===== src/design/rdm_defines.vh =====
// constants for the rs-485 direction and multidrop block
// assumes a 50 MHz clk and an 8-bit character with a ninth parity/address bit
`ifndef RDM_DEFINES_VH
`define RDM_DEFINES_VH
// extra_feature_ctrl_reg bit positions
`define RDM_EXTRA_FEATURE_CTRL_REG_MULTIDROP 0
`define RDM_EXTRA_FEATURE_CTRL_REG_AUTO_DIR 4
`define RDM_EXTRA_FEATURE_CTRL_REG_DIR_INV 5
// enhanced_feature_reg bit position
`define RDM_EFR_SPECIAL 5
// modem_control_reg bit position
`define RDM_MCR_RTS 1
// interrupt_enable_reg bit position
`define RDM_IER_LINE 2
// line_status_reg bit position for parity error
`define RDM_LSR_PARITY 2
// fifo geometry
`define RDM_FIFO_WIDTH 9
`define RDM_FIFO_DEPTH 16
`define RDM_FIFO_AW 4
// reset values
`define RDM_RTS_IDLE 1'b1
`endif


===== src/design/rdm_fifo.v =====
// synchronous fifo with valid/ready on both sides
// assumes a single clock and synchronous active-high reset
`timescale 1ns/1ps
`include "rdm_defines.vh"
module rdm_fifo #(
	parameter WIDTH = `RDM_FIFO_WIDTH,
	parameter DEPTH = `RDM_FIFO_DEPTH,
	parameter AW = `RDM_FIFO_AW
) (
	input wire clk, // system clock
	input wire rst, // synchronous reset
	input wire in_valid, // write request
	output wire in_ready, // space available
	input wire [WIDTH-1:0] in_data, // write data
	output wire out_valid, // data available
	input wire out_ready, // consumer accepts
	output wire [WIDTH-1:0] out_data, // head word
	output wire empty, // nothing stored
	output wire full // no room left
);
	// ==========================================
	// storage and pointers
	reg [WIDTH-1:0] mem [0:DEPTH-1];
	reg [AW-1:0] wr_ptr_r;
	reg [AW-1:0] rd_ptr_r;
	reg [AW:0] count_r;
	wire do_wr;
	wire do_rd;
	assign full = (count_r == DEPTH[AW:0]);
	assign empty = (count_r == {(AW+1){1'b0}});
	assign in_ready = ~full;
	assign out_valid = ~empty;
	assign out_data = mem[rd_ptr_r];
	assign do_wr = in_valid & ~full;
	assign do_rd = out_ready & ~empty;
	// pointers wrap naturally; depth must be a power of two
	always @(posedge clk) begin
		if (rst) begin
			wr_ptr_r <= {AW{1'b0}};
			rd_ptr_r <= {AW{1'b0}};
			count_r <= {(AW+1){1'b0}};
		end else begin
			if (do_wr) begin
				wr_ptr_r <= wr_ptr_r + 1'b1;
			end
			if (do_rd) begin
				rd_ptr_r <= rd_ptr_r + 1'b1;
			end
			if (do_wr & ~do_rd) begin
				count_r <= count_r + 1'b1;
			end else if (do_rd & ~do_wr) begin
				count_r <= count_r - 1'b1;
			end
		end
	end
	// memory write has no reset
	always @(posedge clk) begin
		if (do_wr) begin
			mem[wr_ptr_r] <= in_data;
		end
	end
endmodule


===== src/design/rdm_rts_ctrl.v =====
// rts direction control: manual, flow-control or transmitter-driven
// assumes tx busy status from the transmitter, synchronous to clk
`timescale 1ns/1ps
`include "rdm_defines.vh"
module rdm_rts_ctrl (
	input wire clk, // system clock
	input wire rst, // synchronous reset
	input wire auto_dir, // auto direction enable
	input wire dir_inv, // invert rts in auto mode
	input wire mcr_rts, // modem control rts bit
	input wire hw_flow_en, // hardware flow control on
	input wire hw_flow_rts, // rts from flow control
	input wire tx_write, // host write into tx fifo
	input wire tx_fifo_empty, // tx fifo empty
	input wire tx_shift_empty, // shift register empty after stop bit
	output reg rts_n_r // rts pin level
);
	// ==========================================
	// transmit activity tracking
	reg tx_active_r;
	reg rts_nxt;
	// a write wins over completion so a fresh byte never drops rts
	always @(posedge clk) begin
		if (rst) begin
			tx_active_r <= 1'b0;
		end else if (tx_write) begin
			tx_active_r <= 1'b1;
		end else if (tx_fifo_empty & tx_shift_empty) begin
			tx_active_r <= 1'b0;
		end
	end
	// pin select; auto mode takes precedence over both other sources
	always @* begin
		if (auto_dir) begin
			rts_nxt = (tx_active_r | tx_write) ? dir_inv : ~dir_inv;
		end else if (hw_flow_en) begin
			rts_nxt = hw_flow_rts;
		end else begin
			rts_nxt = ~mcr_rts;
		end
	end
	always @(posedge clk) begin
		if (rst) begin
			rts_n_r <= `RDM_RTS_IDLE;
		end else begin
			rts_n_r <= rts_nxt;
		end
	end
endmodule


===== src/design/rdm_top.v =====
// rs-485 support block: rts direction control and multidrop receive filter
// assumes receiver delivers one 9-bit character per rx_valid pulse;
// the ninth bit is the received parity (address) bit
`timescale 1ns/1ps
`include "rdm_defines.vh"
// Overview of operation
// - Auto direction off: rts follows modem control bit or flow control logic.
// - Auto direction bit hands rts to transmitter, overriding other sources.
// - Auto mode: rts low on tx fifo write, high after last bit.
// - Inversion bit flips auto rts: high while sending, low when done.
// - Multidrop bit selects 9-bit mode; parity one marks an address.
// - Normal multidrop, receiver disabled: drop data bytes until an address.
// - Normal multidrop address: parity error, stored, line interrupt if enabled.
// - Enabled receiver takes everything; further addresses flag parity error.
// - Special detect: compare addresses to match char, discard the rest.
// - Matching address enables receiver, stored with parity bit, interrupts.
// - Auto detect: later mismatching address disables receiver, not stored.
// - Auto detect: later matching address stored, parity bit in status.
module rdm_top #(
	parameter FIFO_DEPTH = `RDM_FIFO_DEPTH,
	parameter FIFO_AW = `RDM_FIFO_AW
) (
	input wire clk, // 50 MHz system clock
	input wire rst, // synchronous active-high reset
	input wire [7:0] extra_feature_ctrl_reg, // direction and multidrop control
	input wire [7:0] enhanced_feature_reg, // special character detect
	input wire [7:0] modem_control_reg, // manual rts
	input wire [7:0] interrupt_enable_reg, // line status interrupt enable
	input wire [7:0] address_match_char, // station address to match
	input wire hw_flow_en, // hardware flow control enabled
	input wire hw_flow_rts, // rts level from flow control logic
	input wire tx_write, // host writes tx fifo, one pulse
	input wire tx_fifo_empty, // tx fifo empty
	input wire tx_shift_empty, // tx shift register idle
	input wire rx_valid, // received character strobe
	input wire [7:0] rx_data, // received character
	input wire rx_par_bit, // received ninth (parity) bit
	input wire rx_par_err, // parity error from normal check
	output wire rx_ready, // receiver may deliver
	input wire rx_en_set, // host enables receiver, pulse
	input wire rx_en_clr, // host disables receiver, pulse
	output reg rx_enabled_r, // receiver enable state
	output reg fifo_valid_r, // rx fifo head valid
	input wire fifo_pop, // host reads rx fifo head
	output reg [7:0] fifo_data_r, // rx fifo head character
	output reg fifo_lsr_par_r, // line status parity bit of head
	output reg line_irq_r, // line status interrupt, level
	input wire line_irq_clr, // host read of line status, pulse
	output reg rts_n_r, // rts pin
	output reg dropped_r // last character was discarded, pulse
);
	// ==========================================
	// control bit decode
	wire multidrop;
	wire special;
	wire auto_dir;
	wire dir_inv;
	wire line_ie;
	assign multidrop = extra_feature_ctrl_reg[`RDM_EXTRA_FEATURE_CTRL_REG_MULTIDROP];
	assign special = enhanced_feature_reg[`RDM_EFR_SPECIAL];
	assign auto_dir = extra_feature_ctrl_reg[`RDM_EXTRA_FEATURE_CTRL_REG_AUTO_DIR];
	assign dir_inv = extra_feature_ctrl_reg[`RDM_EXTRA_FEATURE_CTRL_REG_DIR_INV];
	assign line_ie = interrupt_enable_reg[`RDM_IER_LINE];

	// ==========================================
	// rts direction
	wire rts_n_w;
	rdm_rts_ctrl u_rts (
		.clk(clk),
		.rst(rst),
		.auto_dir(auto_dir),
		.dir_inv(dir_inv),
		.mcr_rts(modem_control_reg[`RDM_MCR_RTS]),
		.hw_flow_en(hw_flow_en),
		.hw_flow_rts(hw_flow_rts),
		.tx_write(tx_write),
		.tx_fifo_empty(tx_fifo_empty),
		.tx_shift_empty(tx_shift_empty),
		.rts_n_r(rts_n_w)
	);
	// registered again so the top output stays a flop
	always @(posedge clk) begin
		if (rst) begin
			rts_n_r <= `RDM_RTS_IDLE;
		end else begin
			rts_n_r <= rts_n_w;
		end
	end

	// ==========================================
	// receive filter
	wire is_addr;
	wire addr_match;
	reg store;
	reg store_par;
	reg en_set_hw;
	reg en_clr_hw;
	reg irq_evt;
	assign is_addr = rx_par_bit;
	assign addr_match = (rx_data == address_match_char);

	// decide fate of each character; back-pressure holds rx while fifo full
	always @* begin
		store = 1'b0;
		store_par = rx_par_err;
		en_set_hw = 1'b0;
		en_clr_hw = 1'b0;
		irq_evt = 1'b0;
		if (rx_valid & rx_ready) begin
			if (!multidrop) begin
				store = 1'b1;
				irq_evt = rx_par_err;
			end else if (special) begin
				if (is_addr & addr_match) begin
					store = 1'b1;
					store_par = 1'b1;
					en_set_hw = ~rx_enabled_r;
					irq_evt = 1'b1;
				end else if (is_addr) begin
					en_clr_hw = 1'b1;
				end else begin
					store = rx_enabled_r;
				end
			end else begin
				if (is_addr) begin
					store = 1'b1;
					store_par = 1'b1;
					irq_evt = 1'b1;
				end else begin
					store = rx_enabled_r;
					store_par = rx_par_err;
				end
			end
		end
	end

	// receiver enable: host set/clear plus automatic address control
	// hardware enable wins over a coincident host clear; it fires only while the receiver is disabled
	always @(posedge clk) begin
		if (rst) begin
			rx_enabled_r <= 1'b0;
		end else if (en_set_hw | rx_en_set) begin
			rx_enabled_r <= 1'b1;
		end else if (en_clr_hw | rx_en_clr) begin
			rx_enabled_r <= 1'b0;
		end
	end

	// line status interrupt; a new event wins over the clear
	always @(posedge clk) begin
		if (rst) begin
			line_irq_r <= 1'b0;
		end else if (irq_evt & line_ie) begin
			line_irq_r <= 1'b1;
		end else if (line_irq_clr) begin
			line_irq_r <= 1'b0;
		end
	end

	// discard indicator for characters the filter drops
	always @(posedge clk) begin
		if (rst) begin
			dropped_r <= 1'b0;
		end else begin
			dropped_r <= rx_valid & rx_ready & ~store;
		end
	end

	// ==========================================
	// receive fifo and registered head
	wire f_in_ready;
	wire f_out_valid;
	wire [8:0] f_out_data;
	wire f_pop;
	assign rx_ready = f_in_ready;
	// head register refills when empty or when the host pops it
	assign f_pop = f_out_valid & (~fifo_valid_r | fifo_pop);

	rdm_fifo #(
		.WIDTH(`RDM_FIFO_WIDTH),
		.DEPTH(FIFO_DEPTH),
		.AW(FIFO_AW)
	) u_fifo (
		.clk(clk),
		.rst(rst),
		.in_valid(store),
		.in_ready(f_in_ready),
		.in_data({store_par, rx_data}),
		.out_valid(f_out_valid),
		.out_ready(f_pop),
		.out_data(f_out_data),
		.empty(),
		.full()
	);

	always @(posedge clk) begin
		if (rst) begin
			fifo_valid_r <= 1'b0;
			fifo_data_r <= 8'h00;
			fifo_lsr_par_r <= 1'b0;
		end else if (f_pop) begin
			fifo_valid_r <= 1'b1;
			fifo_data_r <= f_out_data[7:0];
			fifo_lsr_par_r <= f_out_data[8];
		end else if (fifo_pop) begin
			fifo_valid_r <= 1'b0;
		end
	end
endmodule


===== config.mk =====
export PLATFORM = sky130hd
export DESIGN_NAME = rdm_top
export DESIGN_NICKNAME = d
export VERILOG_FILES = /design/src/design/rdm_fifo.v /design/src/design/rdm_rts_ctrl.v /design/src/design/rdm_top.v
export VERILOG_INCLUDE_DIRS = /design/src /design/src/design
export SDC_FILE = /design/constraint.sdc
export NUM_CORES = 1
export LEC_CHECK = 0
export BUFFER_PORTS_ARGS = -buffer_cell sky130_fd_sc_hd__clkbuf_2
export CAP_MARGIN = 20
export CORE_ASPECT_RATIO = 0.75
export CORE_MARGIN = 4
export CORE_UTILIZATION = 58
export CTS_CLUSTER_SIZE = 16
export DETAILED_ROUTE_END_ITERATION = 8
export MAX_ROUTING_LAYER = met4
export PLACE_DENSITY = 0.79
export SYNTH_ARGS = -nofsm -noshare
export SYNTH_HDL_FRONTEND = slang
export SYNTH_SLANG_ARGS = --single-unit
export TNS_END_PERCENT = 20

===== constraint.sdc =====
create_clock -name clk -period 4.1 [get_ports clk]
set_input_delay 0.615 -clock clk [delete_from_list [all_inputs] [get_ports clk]]
set_output_delay 0.615 -clock clk [all_outputs]
set_load 0.005 [all_outputs]

==> run summary <==
run status - finished clean
hold_sp - rx_en_set
multi-input logic area - 2049 um2
critical-path maximum fanout - 17
Pleak - 0.002812 uW
# hold bufs at CTS - 0
post-CTS setup repair buffer count - 0
RSZ-0062 raised after global routing - no
CP Capture Type - flop
FF/Latch Area - 4906 um2
clk slew on worst S/H paths - 70 ps
fmax - 310.1 MHz
DRT Pass-1 Iters - 5
fillers - 762
Post-Syn Area per Cell - 17.71 um2
I/O Pins - 77
starting density of the core - 60.11%
Num CTS Buffers - 17
syn_nets - 472
RD Place Congestion - 0.8688
CTS tree - yes
worst rel slew slack - 32.81%
worst reg2reg path depth - 11
Syn Inst Count - 400
IO Port Bufs - 50
Setup Skew - 10.24 ps
synth warn - 0
CP Launch Type - input pin
Die ar. - 14060 um2
initial antenna violation count - 0
Hold Path Stages - 3
ANT cells - 0
H-tree level count - 4
Fin. Hold Viols - 0
fraction of layout cells with a size suffix above 1 - 29.75%
FF-to-FF Start - u_fifo.count_r[0]
Sink Count - 173
vias - 3868
min cycle time layout - 3224 ps
Arr. time, crit path - 3530 ps
worst vdd ir - 0.3994 mV
vias in the first global route - 3971
commonest non-fill, non-tap cell in the layout - edfxtp_1
final wirelength - 14.53 mm
sequential fraction of the synthesis area - 69.25%
Core ar. - 11780 um2
Die Y - 103.7 um
CTS root buffer - clkbuf_16
Die W - 135.6 um
FF-to-FF setup slack - 960 ps
P&R area growth vs syn - 14.86%
most frequent CP cell - ha_1
Hold Path Class - in2reg
grt ovf - 0
vias per cell - 6.082
endpoints failing setup - 0
wire length of the first global-routing pass - 22.82 mm
Pwr Density - 595.8 nW/um2
NumNets Final - 533
worst skew pair latency - 420 ps
Gates resized, CTS repair - 0
maximum clock insertion buffer count - 2
Synth Cell Area - 7083 um2
Crit Reg-Reg Endpoint - u_fifo.count_r[4]
most frequent cells in the layout - 144 x edfxtp_1, 50 x clkbuf_2, 36 x mux4_2
largest net degree at the start of global routing - 33
post-synth cell types - 47
Worst Hold Slack - 406.8 ps
GRT Total Usage - 22.71%
hold path endpoint - rx_enabled_r
critical path cell sequence - clkbuf_2 -> xor2_1 -> nor4_4 -> a21oi_2 -> nor2_2 -> ha_1 -> inv_1 -> ha_1 -> a21o_1 -> a21oi_1 -> mux2i_1 -> mux2_2
Initial DRC Count - 418
Slowest cell on crit path - nor4_4
Sum Neg Setup Slack - 0 ps
Slew Limit Fails - 0
row count - 34
Worst-Margin Slew - 1006 ps
slowest stage delay, CP - 410 ps
Post-DP HPWL - 9.537 mm
DR WL/cell - 22.84 um
Routed Antenna Nets - 0
WS Path Type - in2reg
# DRC - 0
Final period util - 78.64%
FF+latch count, synth - 173
max-cap viol count - 0
Critical Path RT - 4410 ps
-- cell usage after synthesis, drive strengths merged --
cell type	instances	area share, %
or3	2	0.18
nor4b	1	0.12
ha	9	1.6
clkbuf	8	0.42
nor3	1	0.071
buf	10	0.81
or2	2	0.18
fa	1	0.28
nand3	5	0.35
nor2b	4	0.35
o31ai	2	0.21
or3b	1	0.12
nor4	3	0.69
a211oi	2	0.21
mux4	36	11
xnor2	3	0.37
nand2b	2	0.18
dfxtp	29	8.2
edfxtp	144	61
a31o	1	0.12
o22ai	1	0.088
a41oi	1	0.12
a211o	1	0.12
mux2	1	0.16
inv	11	0.58
o21ai	5	0.67
mux2i	21	3.0
nor2	21	1.1
o221ai	9	1.1
and3	16	1.4
or4	3	0.37
xor2	11	1.4
nand3b	9	0.95
a21oi	14	1.0
a31oi	1	0.088
and2	1	0.088
nand2	4	0.21
a21o	4	0.53
-- logic make-up (layout without fill, tap and decap cells) --
kind of cell,count (synthesis),in the layout,share of synthesized area [%]
AO/OA/AOI/OAI,41,41,4.328
XOR/XNOR,14,14,1.731
adder cells (fa/ha/maj),10,10,1.873
buffers and inverters,29,103,1.819
flip-flops,173,173,69.25
multiplexers,58,58,14.57
AND/OR/NAND/NOR,75,75,6.430
-- worst max-delay path by stage --
stage | end | depth (start not counted) | startpoint | slack [ps]
3_3_place_gp | u_fifo.count_r[4] | 12 | rx_data[6] | 530
4_1_cts | u_fifo.count_r[4] | 12 | rx_data[6] | 890
5_1_grt | u_fifo.count_r[4] | 12 | rx_data[0] | 690
3_5_place_dp | u_fifo.count_r[4] | 12 | rx_data[6] | 430
6_report | u_fifo.count_r[4] | 12 | rx_data[6] | 880
2_1_floorplan | u_fifo.count_r[4] | 12 | address_match_char[5] | 900
-- per-stage QoR --
step	total power [uW]	setup WS [ps]	util [%]	instances	instance area, um2
3_3_place_gp	3203	525.4	63.86	604	7525
5_1_grt	5067	690.1	69.04	636	8135
2_1_floorplan	2926	896.0	-	400	7083
4_1_cts	4879	885.8	69.04	636	8135
6_report	4847	875.6	69.04	636	8135
3_5_place_dp	3251	433.9	63.86	604	7525
-- sequential cells by signal (all words and copies together), names as in the netlist --
signal             flops
dropped_r              1
fifo_data_r            8
fifo_lsr_par_r         1
fifo_valid_r           1
line_irq_r             1
rts_n_r                1
rx_enabled_r           1
u_fifo.count_r         5
u_fifo.mem           144
u_fifo.rd_ptr_r        4
u_fifo.wr_ptr_r        4
u_rts.rts_n_r          1
u_rts.tx_active_r      1
-- report_power, final --
part	total [uW]	switching, uW	leakage [uW]	internal, uW
clock	1640	666	0.000288	972
combinational	1090	549	0.000986	536
sequential	2120	116	0.00154	2010
total	4850	1330	0.00281	3520
-- area by class of cell --
cell class,instances,share of cell area (%)
Clock inverter,11,1.584
Sequential cell,173,60.30
Multi-Input combinational cell,198,25.19
Timing Repair Buffer,60,3.999
Tap cell,162,2.492
Clock buffer,21,5.921
Inverter,11,0.5075
-- per-layer routing --
layer | up-vias | part of all wire, % | track usage [%]
met1 | 1978 | 42 | 31.30
met4 | 0 | 1.3 | 5.971
met3 | 16 | 8.4 | 7.897
met2 | 158 | 48 | 32.81
met5 | - | 0 | -
li1 | 1716 | - | -
-- critical path, delay by kind of cell --
family	cells	cell delay, ps
adders and majority gates	2	630
AOI/OAI and AO/OA	3	530
xor gates and xnor gates	1	220
muxes	2	560
and+or+nand+nor	2	620
buffers and inverters	2	360
No activity file was read; power rests on OpenSTA's default activity.
